## config.mk

```make
export PLATFORM = sky130hd
export DESIGN_NAME = amc_regs
export DESIGN_NICKNAME = d
export VERILOG_FILES = /design/src/amc_pkg.sv /design/src/amc_monitor_decode.sv /design/src/amc_regs.sv
export VERILOG_INCLUDE_DIRS = /design/src /design/src/src
export SDC_FILE = /design/constraint.sdc
export NUM_CORES = 1
export LEC_CHECK = 0
export ABC_AREA = 0
export BUFFER_PORTS_ARGS = -buffer_cell sky130_fd_sc_hd__buf_2
export CAP_MARGIN = 5
export CORE_UTILIZATION = 56
export CTS_CLUSTER_DIAMETER = 100
export DETAILED_ROUTE_END_ITERATION = 12
export GPL_TIMING_DRIVEN = 0
export HOLD_SLACK_MARGIN = 0.1
export PLACE_DENSITY = 0.84
export SKIP_CTS_REPAIR_TIMING = 1
export SLEW_MARGIN = 20
export SYNTH_ARGS = -nofsm -noshare
export SYNTH_HDL_FRONTEND = slang
export SYNTH_HIERARCHICAL = 1
export SYNTH_SLANG_ARGS = --single-unit
```

## constraint.sdc

```tcl
create_clock -name clk_sys -period 7.1 [get_ports clk_sys]
set_input_delay 0.71 -clock clk_sys [delete_from_list [all_inputs] [get_ports clk_sys]]
set_output_delay 0.71 -clock clk_sys [all_outputs]
set_load 0.03 [all_outputs]
```

## src/amc_consts.svh

```systemverilog
// register offsets, field positions, reset values and codes for amc
`ifndef AMC_CONSTS_SVH
`define AMC_CONSTS_SVH

// =============================================================
// register offsets
`define AMC_ADDR_W          8
`define AMC_OFF_CTRL        8'h09
`define AMC_OFF_RSVD_A      8'h0A
`define AMC_OFF_OFS_LOW     8'h0B
`define AMC_OFF_OFS_HIGH    8'h0C
`define AMC_OFF_RSVD_D      8'h0D
`define AMC_OFF_FS_LOW      8'h0E
`define AMC_OFF_FS_HIGH     8'h0F
`define AMC_OFF_STATUS      8'h12

// =============================================================
// reset values
`define AMC_RST_CTRL        8'h10
`define AMC_RST_RSVD        8'h00
`define AMC_RST_OFS_LOW     8'h00
`define AMC_RST_OFS_HIGH    8'h00
`define AMC_RST_FS_LOW      8'h00
`define AMC_RST_FS_HIGH     8'h40

// =============================================================
// control register fields
`define AMC_MON_HI          7
`define AMC_MON_LO          5
`define AMC_AVG_HI          4
`define AMC_AVG_LO          3
`define AMC_TMO_BIT         2
`define AMC_CTRL_RSV_HI     1
`define AMC_CTRL_RSV_LO     0

// =============================================================
// status register fields
`define AMC_ST_GAIN_HIGH    0
`define AMC_ST_AMP_OFF      1
`define AMC_ST_PENDING      2

// =============================================================
// amplifier codes
`define AMC_GAIN_ONE        3'h0
`define AMC_GAIN_FOUR       3'h2
`define AMC_AMP_ON          2'h1

// =============================================================
// averaged calibration sample counts
`define AMC_AVG_N0          5'h01
`define AMC_AVG_N1          5'h04
`define AMC_AVG_N2          5'h08
`define AMC_AVG_N3          5'h10

`endif

```

## src/amc_pkg.sv

```systemverilog
// types shared by the amc register slice
package amc_pkg;

    // =========================================================
    // monitor selection codes, in field order
    typedef enum logic [2:0] {
        AMC_MON_OFF,
        AMC_MON_MIDPOINT,
        AMC_MON_TEMP,
        AMC_MON_ASUPPLY,
        AMC_MON_DSUPPLY,
        AMC_MON_BURN_LOW,
        AMC_MON_BURN_MID,
        AMC_MON_BURN_HIGH
    } amc_mon_e;

    typedef enum logic [1:0] {
        AMC_BURN_NONE,
        AMC_BURN_0U2,
        AMC_BURN_1U,
        AMC_BURN_10U
    } amc_burn_e;

    // =========================================================
    // steering handed to the analog front end
    typedef struct packed {
        logic      shortToMid;
        logic      tempRoute;
        logic      aSupplyRoute;
        logic      dSupplyRoute;
        logic      muxOpen;
        amc_burn_e burnLevel;
        logic [2:0] gain;
    } amc_mon_s;

    // completed calibration results
    typedef struct packed {
        logic        done;
        logic        offsetValid;
        logic        gainValid;
        logic [15:0] offset;
        logic [15:0] gain;
    } amc_cal_s;

endpackage : amc_pkg

```

## src/amc_monitor_decode.sv

```systemverilog
// decodes the monitor selection into front-end steering
`timescale 1ns/1ps
`default_nettype none
`include "amc_consts.svh"

module amc_monitor_decode
    import amc_pkg::*;
(
    input  wire logic [2:0] monCode,
    input  wire logic [2:0] userGain,
    output amc_mon_s        steer
);

    amc_mon_e mon;

    always_comb begin
        mon = amc_mon_e'(monCode);
        steer = '0;
        steer.gain = userGain;
        unique case (mon)
            AMC_MON_OFF: begin
            end
            AMC_MON_MIDPOINT: begin
                steer.shortToMid = 1'b1;
            end
            AMC_MON_TEMP: begin
                steer.tempRoute = 1'b1;
            end
            AMC_MON_ASUPPLY: begin
                steer.aSupplyRoute = 1'b1;
                steer.gain = `AMC_GAIN_ONE;
            end
            AMC_MON_DSUPPLY: begin
                steer.dSupplyRoute = 1'b1;
                steer.gain = `AMC_GAIN_ONE;
            end
            AMC_MON_BURN_LOW: begin
                steer.burnLevel = AMC_BURN_0U2;
            end
            AMC_MON_BURN_MID: begin
                steer.burnLevel = AMC_BURN_1U;
            end
            AMC_MON_BURN_HIGH: begin
                steer.burnLevel = AMC_BURN_10U;
            end
        endcase
        // burn-out sources sit on the inputs, so the mux stays closed
        steer.muxOpen = steer.shortToMid | steer.tempRoute
                      | steer.aSupplyRoute | steer.dSupplyRoute;
    end

endmodule : amc_monitor_decode

`default_nettype wire

```

## src/amc_regs.sv

```systemverilog
// monitor, calibration-average, timeout and trim register slice
//
// Our own choice: strobed register access.
`timescale 1ns/1ps
`default_nettype none
`include "amc_consts.svh"

module amc_regs
    import amc_pkg::*;
#(
    parameter int TRIM_W = 16
) (
    input  wire logic                    clk_sys,
    input  wire logic                    sys_rst,
    // register port
    input  wire logic [`AMC_ADDR_W-1:0]  regAddr,
    input  wire logic [7:0]              regWrData,
    input  wire logic                    regWrEn,
    input  wire logic                    regRdEn,
    output logic      [7:0]              regRdData,
    // amplifier settings held elsewhere
    input  wire logic [2:0]              userGain,
    input  wire logic [1:0]              amplifierEnableField,
    // calibration engine and conversion sequencer
    input  wire amc_cal_s                calResult,
    input  wire logic                    conversionStart,
    // steering and settings
    output amc_mon_s                     monitorSteer,
    output logic [4:0]                   calibrationAverageCount,
    output logic                         timeoutEnable,
    output logic [TRIM_W-1:0]            offsetTrimValue,
    output logic [TRIM_W-1:0]            fullScaleTrimValue
);

    // =========================================================
    // elaboration check
    generate
        if (TRIM_W != 16) begin : gTrimWidth
            $error("amc_regs: trim words are two bytes wide");
        end
    endgenerate

    // =========================================================
    // register state
    logic [7:0]        ctrl_reg;
    logic [7:0]        ctrl_next;
    logic [7:0]        ofsLow_reg;
    logic [7:0]        ofsLow_next;
    logic [7:0]        ofsHigh_reg;
    logic [7:0]        ofsHigh_next;
    logic [7:0]        fsLow_reg;
    logic [7:0]        fsLow_next;
    logic [7:0]        fsHigh_reg;
    logic [7:0]        fsHigh_next;

    logic              wrCtrl;
    logic              wrOfsLow;
    logic              wrOfsHigh;
    logic              wrFsLow;
    logic              wrFsHigh;
    logic              calOfs;
    logic              calFs;

    always_comb begin
        wrCtrl    = regWrEn && (regAddr == `AMC_OFF_CTRL);
        wrOfsLow  = regWrEn && (regAddr == `AMC_OFF_OFS_LOW);
        wrOfsHigh = regWrEn && (regAddr == `AMC_OFF_OFS_HIGH);
        wrFsLow   = regWrEn && (regAddr == `AMC_OFF_FS_LOW);
        wrFsHigh  = regWrEn && (regAddr == `AMC_OFF_FS_HIGH);
        calOfs    = calResult.done && calResult.offsetValid;
        calFs     = calResult.done && calResult.gainValid;
    end

    always_comb begin
        ctrl_next    = ctrl_reg;
        ofsLow_next  = ofsLow_reg;
        ofsHigh_next = ofsHigh_reg;
        fsLow_next   = fsLow_reg;
        fsHigh_next  = fsHigh_reg;
        // reserved bits 1:0 are plain storage; zero is expected there
        if (wrCtrl) begin
            ctrl_next = regWrData;
        end
        if (wrOfsLow) begin
            ofsLow_next = regWrData;
        end
        if (wrOfsHigh) begin
            ofsHigh_next = regWrData;
        end
        if (wrFsLow) begin
            fsLow_next = regWrData;
        end
        if (wrFsHigh) begin
            fsHigh_next = regWrData;
        end
        // a finishing calibration beats a same-cycle software write
        if (calOfs) begin
            ofsLow_next  = calResult.offset[7:0];
            ofsHigh_next = calResult.offset[15:8];
        end
        if (calFs) begin
            fsLow_next  = calResult.gain[7:0];
            fsHigh_next = calResult.gain[15:8];
        end
    end

    always_ff @(posedge clk_sys or posedge sys_rst) begin
        if (sys_rst) begin
            ctrl_reg    <= `AMC_RST_CTRL;
            ofsLow_reg  <= `AMC_RST_OFS_LOW;
            ofsHigh_reg <= `AMC_RST_OFS_HIGH;
            fsLow_reg   <= `AMC_RST_FS_LOW;
            fsHigh_reg  <= `AMC_RST_FS_HIGH;
        end else begin
            ctrl_reg    <= ctrl_next;
            ofsLow_reg  <= ofsLow_next;
            ofsHigh_reg <= ofsHigh_next;
            fsLow_reg   <= fsLow_next;
            fsHigh_reg  <= fsHigh_next;
        end
    end

    // =========================================================
    // trims in use by the converter
    // values move over only when a conversion starts, so a word
    // written byte by byte is used half old and half new only if a conversion starts between its byte writes
    logic [TRIM_W-1:0] ofsApplied_reg;
    logic [TRIM_W-1:0] ofsApplied_next;
    logic [TRIM_W-1:0] fsApplied_reg;
    logic [TRIM_W-1:0] fsApplied_next;
    logic              pending_reg;
    logic              pending_next;
    logic              trimTouched;

    always_comb begin
        trimTouched = wrOfsLow | wrOfsHigh | wrFsLow | wrFsHigh
                    | calOfs | calFs;
        ofsApplied_next = ofsApplied_reg;
        fsApplied_next  = fsApplied_reg;
        pending_next    = pending_reg;
        if (conversionStart) begin
            ofsApplied_next = {ofsHigh_reg, ofsLow_reg};
            fsApplied_next  = {fsHigh_reg, fsLow_reg};
            pending_next    = 1'b0;
        end
        // an update in the start cycle waits for the next conversion
        if (trimTouched) begin
            pending_next = 1'b1;
        end
    end

    always_ff @(posedge clk_sys or posedge sys_rst) begin
        if (sys_rst) begin
            ofsApplied_reg <= {`AMC_RST_OFS_HIGH, `AMC_RST_OFS_LOW};
            fsApplied_reg  <= {`AMC_RST_FS_HIGH, `AMC_RST_FS_LOW};
            pending_reg    <= 1'b0;
        end else begin
            ofsApplied_reg <= ofsApplied_next;
            fsApplied_reg  <= fsApplied_next;
            pending_reg    <= pending_next;
        end
    end

    // =========================================================
    // monitor steering
    amc_mon_s steerComb;
    amc_mon_s steer_reg;
    amc_mon_s steer_next;

    amc_monitor_decode uDecode (
        .monCode  (ctrl_reg[`AMC_MON_HI:`AMC_MON_LO]),
        .userGain (userGain),
        .steer    (steerComb)
    );

    always_comb begin
        steer_next = steerComb;
    end

    always_ff @(posedge clk_sys or posedge sys_rst) begin
        if (sys_rst) begin
            // monitor off after reset: user gain is not known yet
            steer_reg <= '0;
        end else begin
            steer_reg <= steer_next;
        end
    end

    // =========================================================
    // settings decoded from the control register
    logic [4:0] avgCount_reg;
    logic [4:0] avgCount_next;
    logic       timeout_reg;
    logic       timeout_next;

    always_comb begin
        unique case (ctrl_reg[`AMC_AVG_HI:`AMC_AVG_LO])
            2'h0:    avgCount_next = `AMC_AVG_N0;
            2'h1:    avgCount_next = `AMC_AVG_N1;
            2'h2:    avgCount_next = `AMC_AVG_N2;
            2'h3:    avgCount_next = `AMC_AVG_N3;
        endcase
        timeout_next = ctrl_reg[`AMC_TMO_BIT];
    end

    always_ff @(posedge clk_sys or posedge sys_rst) begin
        if (sys_rst) begin
            avgCount_reg <= `AMC_AVG_N2;
            timeout_reg  <= 1'b0;
        end else begin
            avgCount_reg <= avgCount_next;
            timeout_reg  <= timeout_next;
        end
    end

    // =========================================================
    // temperature measurement sanity, for software to inspect
    // the device cannot refuse a bad setting, it only reports it
    logic tempGainHigh;
    logic tempAmpOff;

    always_comb begin
        tempGainHigh = steer_reg.tempRoute
                     && (userGain > `AMC_GAIN_FOUR);
        tempAmpOff   = steer_reg.tempRoute
                     && (amplifierEnableField != `AMC_AMP_ON);
    end

    // =========================================================
    // read path: data stand in the cycle after the strobe only
    logic [7:0] rdData_reg;
    logic [7:0] rdData_next;
    logic [7:0] statusWord;

    always_comb begin
        statusWord = 8'h00;
        statusWord[`AMC_ST_GAIN_HIGH] = tempGainHigh;
        statusWord[`AMC_ST_AMP_OFF]   = tempAmpOff;
        statusWord[`AMC_ST_PENDING]   = pending_reg;
        rdData_next = 8'h00;
        if (regRdEn) begin
            unique case (regAddr)
                `AMC_OFF_CTRL:     rdData_next = ctrl_reg;
                `AMC_OFF_RSVD_A:   rdData_next = `AMC_RST_RSVD;
                `AMC_OFF_OFS_LOW:  rdData_next = ofsLow_reg;
                `AMC_OFF_OFS_HIGH: rdData_next = ofsHigh_reg;
                `AMC_OFF_RSVD_D:   rdData_next = `AMC_RST_RSVD;
                `AMC_OFF_FS_LOW:   rdData_next = fsLow_reg;
                `AMC_OFF_FS_HIGH:  rdData_next = fsHigh_reg;
                `AMC_OFF_STATUS:   rdData_next = statusWord;
                default:           rdData_next = 8'h00;
            endcase
        end
    end

    always_ff @(posedge clk_sys or posedge sys_rst) begin
        if (sys_rst) begin
            rdData_reg <= 8'h00;
        end else begin
            rdData_reg <= rdData_next;
        end
    end

    // reserved locations have no write decode at all

    // =========================================================
    // outputs
    always_comb begin
        regRdData               = rdData_reg;
        monitorSteer            = steer_reg;
        calibrationAverageCount = avgCount_reg;
        timeoutEnable           = timeout_reg;
        offsetTrimValue         = ofsApplied_reg;
        fullScaleTrimValue      = fsApplied_reg;
    end

endmodule : amc_regs

`default_nettype wire

```

==> qor.txt <==
================================================================================
Type of the worst min-delay path ..................................  in -> async
RSZ-0062 raised after global routing ..............................           no
Power density relative to cell area ...............................  245 mW/mm^2
Top Ports .........................................................          117
Most area-hungry cell type in the Yosys netlist ................... sky130_fd_sc_hd__dfrtp_1
Synth-to-Final Area Change ........................................        21.0%
Type of element launching the critical path .......................   input port
Clk sinks .........................................................           96
DRC violation count after routing .................................            0
Total of flip-flops plus latches after synthesis ..................           96
Leakage power figure ..............................................      2.44 nW
Number of diodes added for antenna fixing .........................            0
Count of pins over their slew limit ...............................            0
Setup slack after placement .......................................      4430 ps
Worst setup path class ............................................    in -> reg
Share of layout cells above drive strength 1 ......................        40.5%
Fin worst setup slack .............................................      4790 ps
CTS tree ..........................................................        built
Minimum clock period after layout .................................      2310 ps
Fillers ...........................................................          553
Iteration-0 DRC count of the detailed router ......................          243
Post-detailed-routing wire length ................................. 10,500 microns
Number of vias in the routed layout ...............................        3,292
Area inside the core boundary ..................................... 0.00737 sq mm
Master of the slowest instance on the critical path ............... sky130_fd_sc_hd__nor4_4
Register Area ..................................................... 0.00241 sq mm
Data arrival time at the worst-slack endpoint .....................      2550 ps
Maximum number of pins on one net before global-route repair ......           56
CP top delay family ............................................... simple AND/OR/NAND/NOR gates
GRT overflow ......................................................            0
Final weighted congestion in routability-driven placement .........        0.876
Max-capacitance violation count ...................................            0
Cell with the most instances after synthesis ...................... sky130_fd_sc_hd__dfrtp_1
Cell Chain, Critical Path ......................................... buf_2 -> or4_1 -> buf_6 -> nor4_4 -> mux2_2
Critical path endpoint category ...................................    flip-flop
Rel. slew slack ...................................................        46.2%
Number of hold violations in the final report .....................            0
Global-route wire length before repair ............................ 16,700 microns
Buffers from clock root to sink, at most ..........................            2
Run status ........................................................ finished clean
Sequential fraction of the synthesis area .........................        55.5%
Area of the mapped netlist ........................................ 0.00434 sq mm
Area enclosed by the die boundary ................................. 0.00810 sq mm
Average wire per cell in the routed design ........................ 17.9 microns
Fmax ..............................................................      434 MHz
Master cell of the clock root buffer .............................. sky130_fd_sc_hd__clkbuf_8
Yosys warns .......................................................            6
Post-detailed-placement half-perimeter wirelength ................. 7710 microns
Post-Syn Nets .....................................................          416
Clock buffer count from CTS .......................................            9
Pre-antenna DRT Iters .............................................            4
Required time at the endpoint of the critical path ................      7350 ps
Number of routed nets with antenna violations .....................            0
Transition time of the tightest slew-check pin ....................       800 ps
Final worst-path cycle share ......................................        32.5%
Setup Total Neg Slack .............................................         0 ps
Area contributors post-synth ...................................... sky130_fd_sc_hd__dfrtp_1 (53%), sky130_fd_sc_hd__mux2_2 (12%), sky130_fd_sc_hd__mux2i_1 (8.3%)
Die height ........................................................   90 microns
Skew-Pair Late Insertion Delay ....................................       360 ps
Final-report setup violation count ................................            0
Clock tree skew after final layout ................................      6.14 ps
Multi-input logic area ............................................ 0.00183 sq mm
Input/output buffers ..............................................          112
EDFF count, synth .................................................            0
Number of instances in the synthesized netlist ....................          355
Crit-path max FO ..................................................            8
Via/cell ratio ....................................................         5.65
Share of flip-flops with an asynchronous set or reset .............         100%
Most instantiated cells after synthesis ........................... sky130_fd_sc_hd__dfrtp_1 (92), sky130_fd_sc_hd__mux2_2 (47), sky130_fd_sc_hd__nor2_1 (39), sky130_fd_sc_hd__a21oi_1 (38), sky130_fd_sc_hd__mux2i_1 (36)
Initial core utilization ..........................................        58.8%
Worst hold margin .................................................       344 ps
Primary flip-flop cell chosen by synthesis mapping ................ sky130_fd_sc_hd__dfrtp_1
Top cell type's share of synthesized area .........................        53.1%
Clock-pin slew on the worst setup and hold paths ..................        90 ps
Die width .........................................................   90 microns
Number of antenna violations at the first check in global routing .            0
Via count of the first global-routing pass ........................        3,311
Buf+Inv Stages, Crit Path .........................................            2
Peak per-stage delay on the critical path .........................       570 ps
H-Tree Level Count ................................................            3
Synthesized area per cell .........................................   12.2 sq um
Total global-route track usage ....................................        26.8%
Maximum ir drop on the vdd rail ...................................     0.140 mV
Standard-cell rows ................................................           31
Number of different library cells in the post-synthesis netlist ...           49
Post-layout net count .............................................          540
================================================================================
[layout by cell type, fill, tap and decap left out, drive strengths merged, types with 2 or more instances in the layout]
cell type and instances:
a21oi 38, nor4 2, nor3b 6, nor4b 4, nand2b 2, nand2 10, clkbuf 26, nand3b 3
o31ai 5, and3 6, and3b 2, o21ai 2, dfstp 4, inv 5, and2 3, mux2i 36
a22oi 5, nor2b 5, dfrtp 92, mux2 47, nor3 4, nor2 39, buf 118, clkinvlp 2
a21boi 2
[final cells by class]
| class | count | share of cell area, % |
|---|---|---|
| Sequential cell | 96 | 45.9 |
| Multi-Input combinational cell | 236 | 34.9 |
| Timing Repair Buffer | 113 | 11.2 |
| Clock buffer | 12 | 2.57 |
| Tap cell | 99 | 2.36 |
| Buffer | 19 | 1.69 |
| Clock inverter | 4 | 1.03 |
| Inverter | 4 | 0.381 |
[final timing paths]
path	start	to	slack (ps)	cells past startpoint
max	regAddr[5]	ctrl_reg[6]	4790	5
min	sys_rst	fullScaleTrimValue[4]	340	2
max reg2reg	ctrl_reg[5]	regRdData[5]	5700	3
min reg2reg	ctrl_reg[2]	timeoutEnable	440	0
max in group asynchronous	sys_rst	fsHigh_reg[6]	6110	3
min in group clk_sys	ctrl_reg[2]	timeoutEnable	440	0
[metal layers]
layer	global-route usage, %	share of wire, %
met5	0	0
met4	12.0	2.6
met3	3.64	6.9
met2	41.3	47
met1	38.0	43
[stage by stage]
stage	total power, mW	util [%]	instances	instance area [sq um]
floorplan	0.846	-	355	4340
global placement	0.936	68.1	566	5020
detailed placement	0.947	68.6	567	5050
CTS	1.29	71.1	583	5240
global route	1.34	71.2	583	5250
finish	1.29	71.2	583	5250
[power by group]
| group | internal (mW) | switching (mW) |
|---|---|---|
| Sequential | 0.613 | 0.0461 |
| Combinational | 0.106 | 0.173 |
| Clock | 0.165 | 0.185 |
| Total | 0.884 | 0.404 |
[logic make-up (layout without fill, tap and decap cells)]
| family | after synthesis | in the layout | share of synthesized area, % |
|---|---|---|---|
| flops | 96 | 96 | 55.5 |
| buf+inv | 23 | 152 | 2.39 |
| xor+xnor | 1 | 1 | 0.202 |
| simple gates | 90 | 90 | 12.2 |
| compound gates | 61 | 61 | 9.06 |
| mux | 83 | 83 | 20.5 |
| other cells | 1 | 1 | 0.0865 |
[worst reg2reg max path, delay by kind of cell (launching register included)]
kind            cells  cell delay (ps)
flops               1              530
simple gates        1              300
mux                 1              290
compound gates      1              170
(Power assumes the default switching activity.)
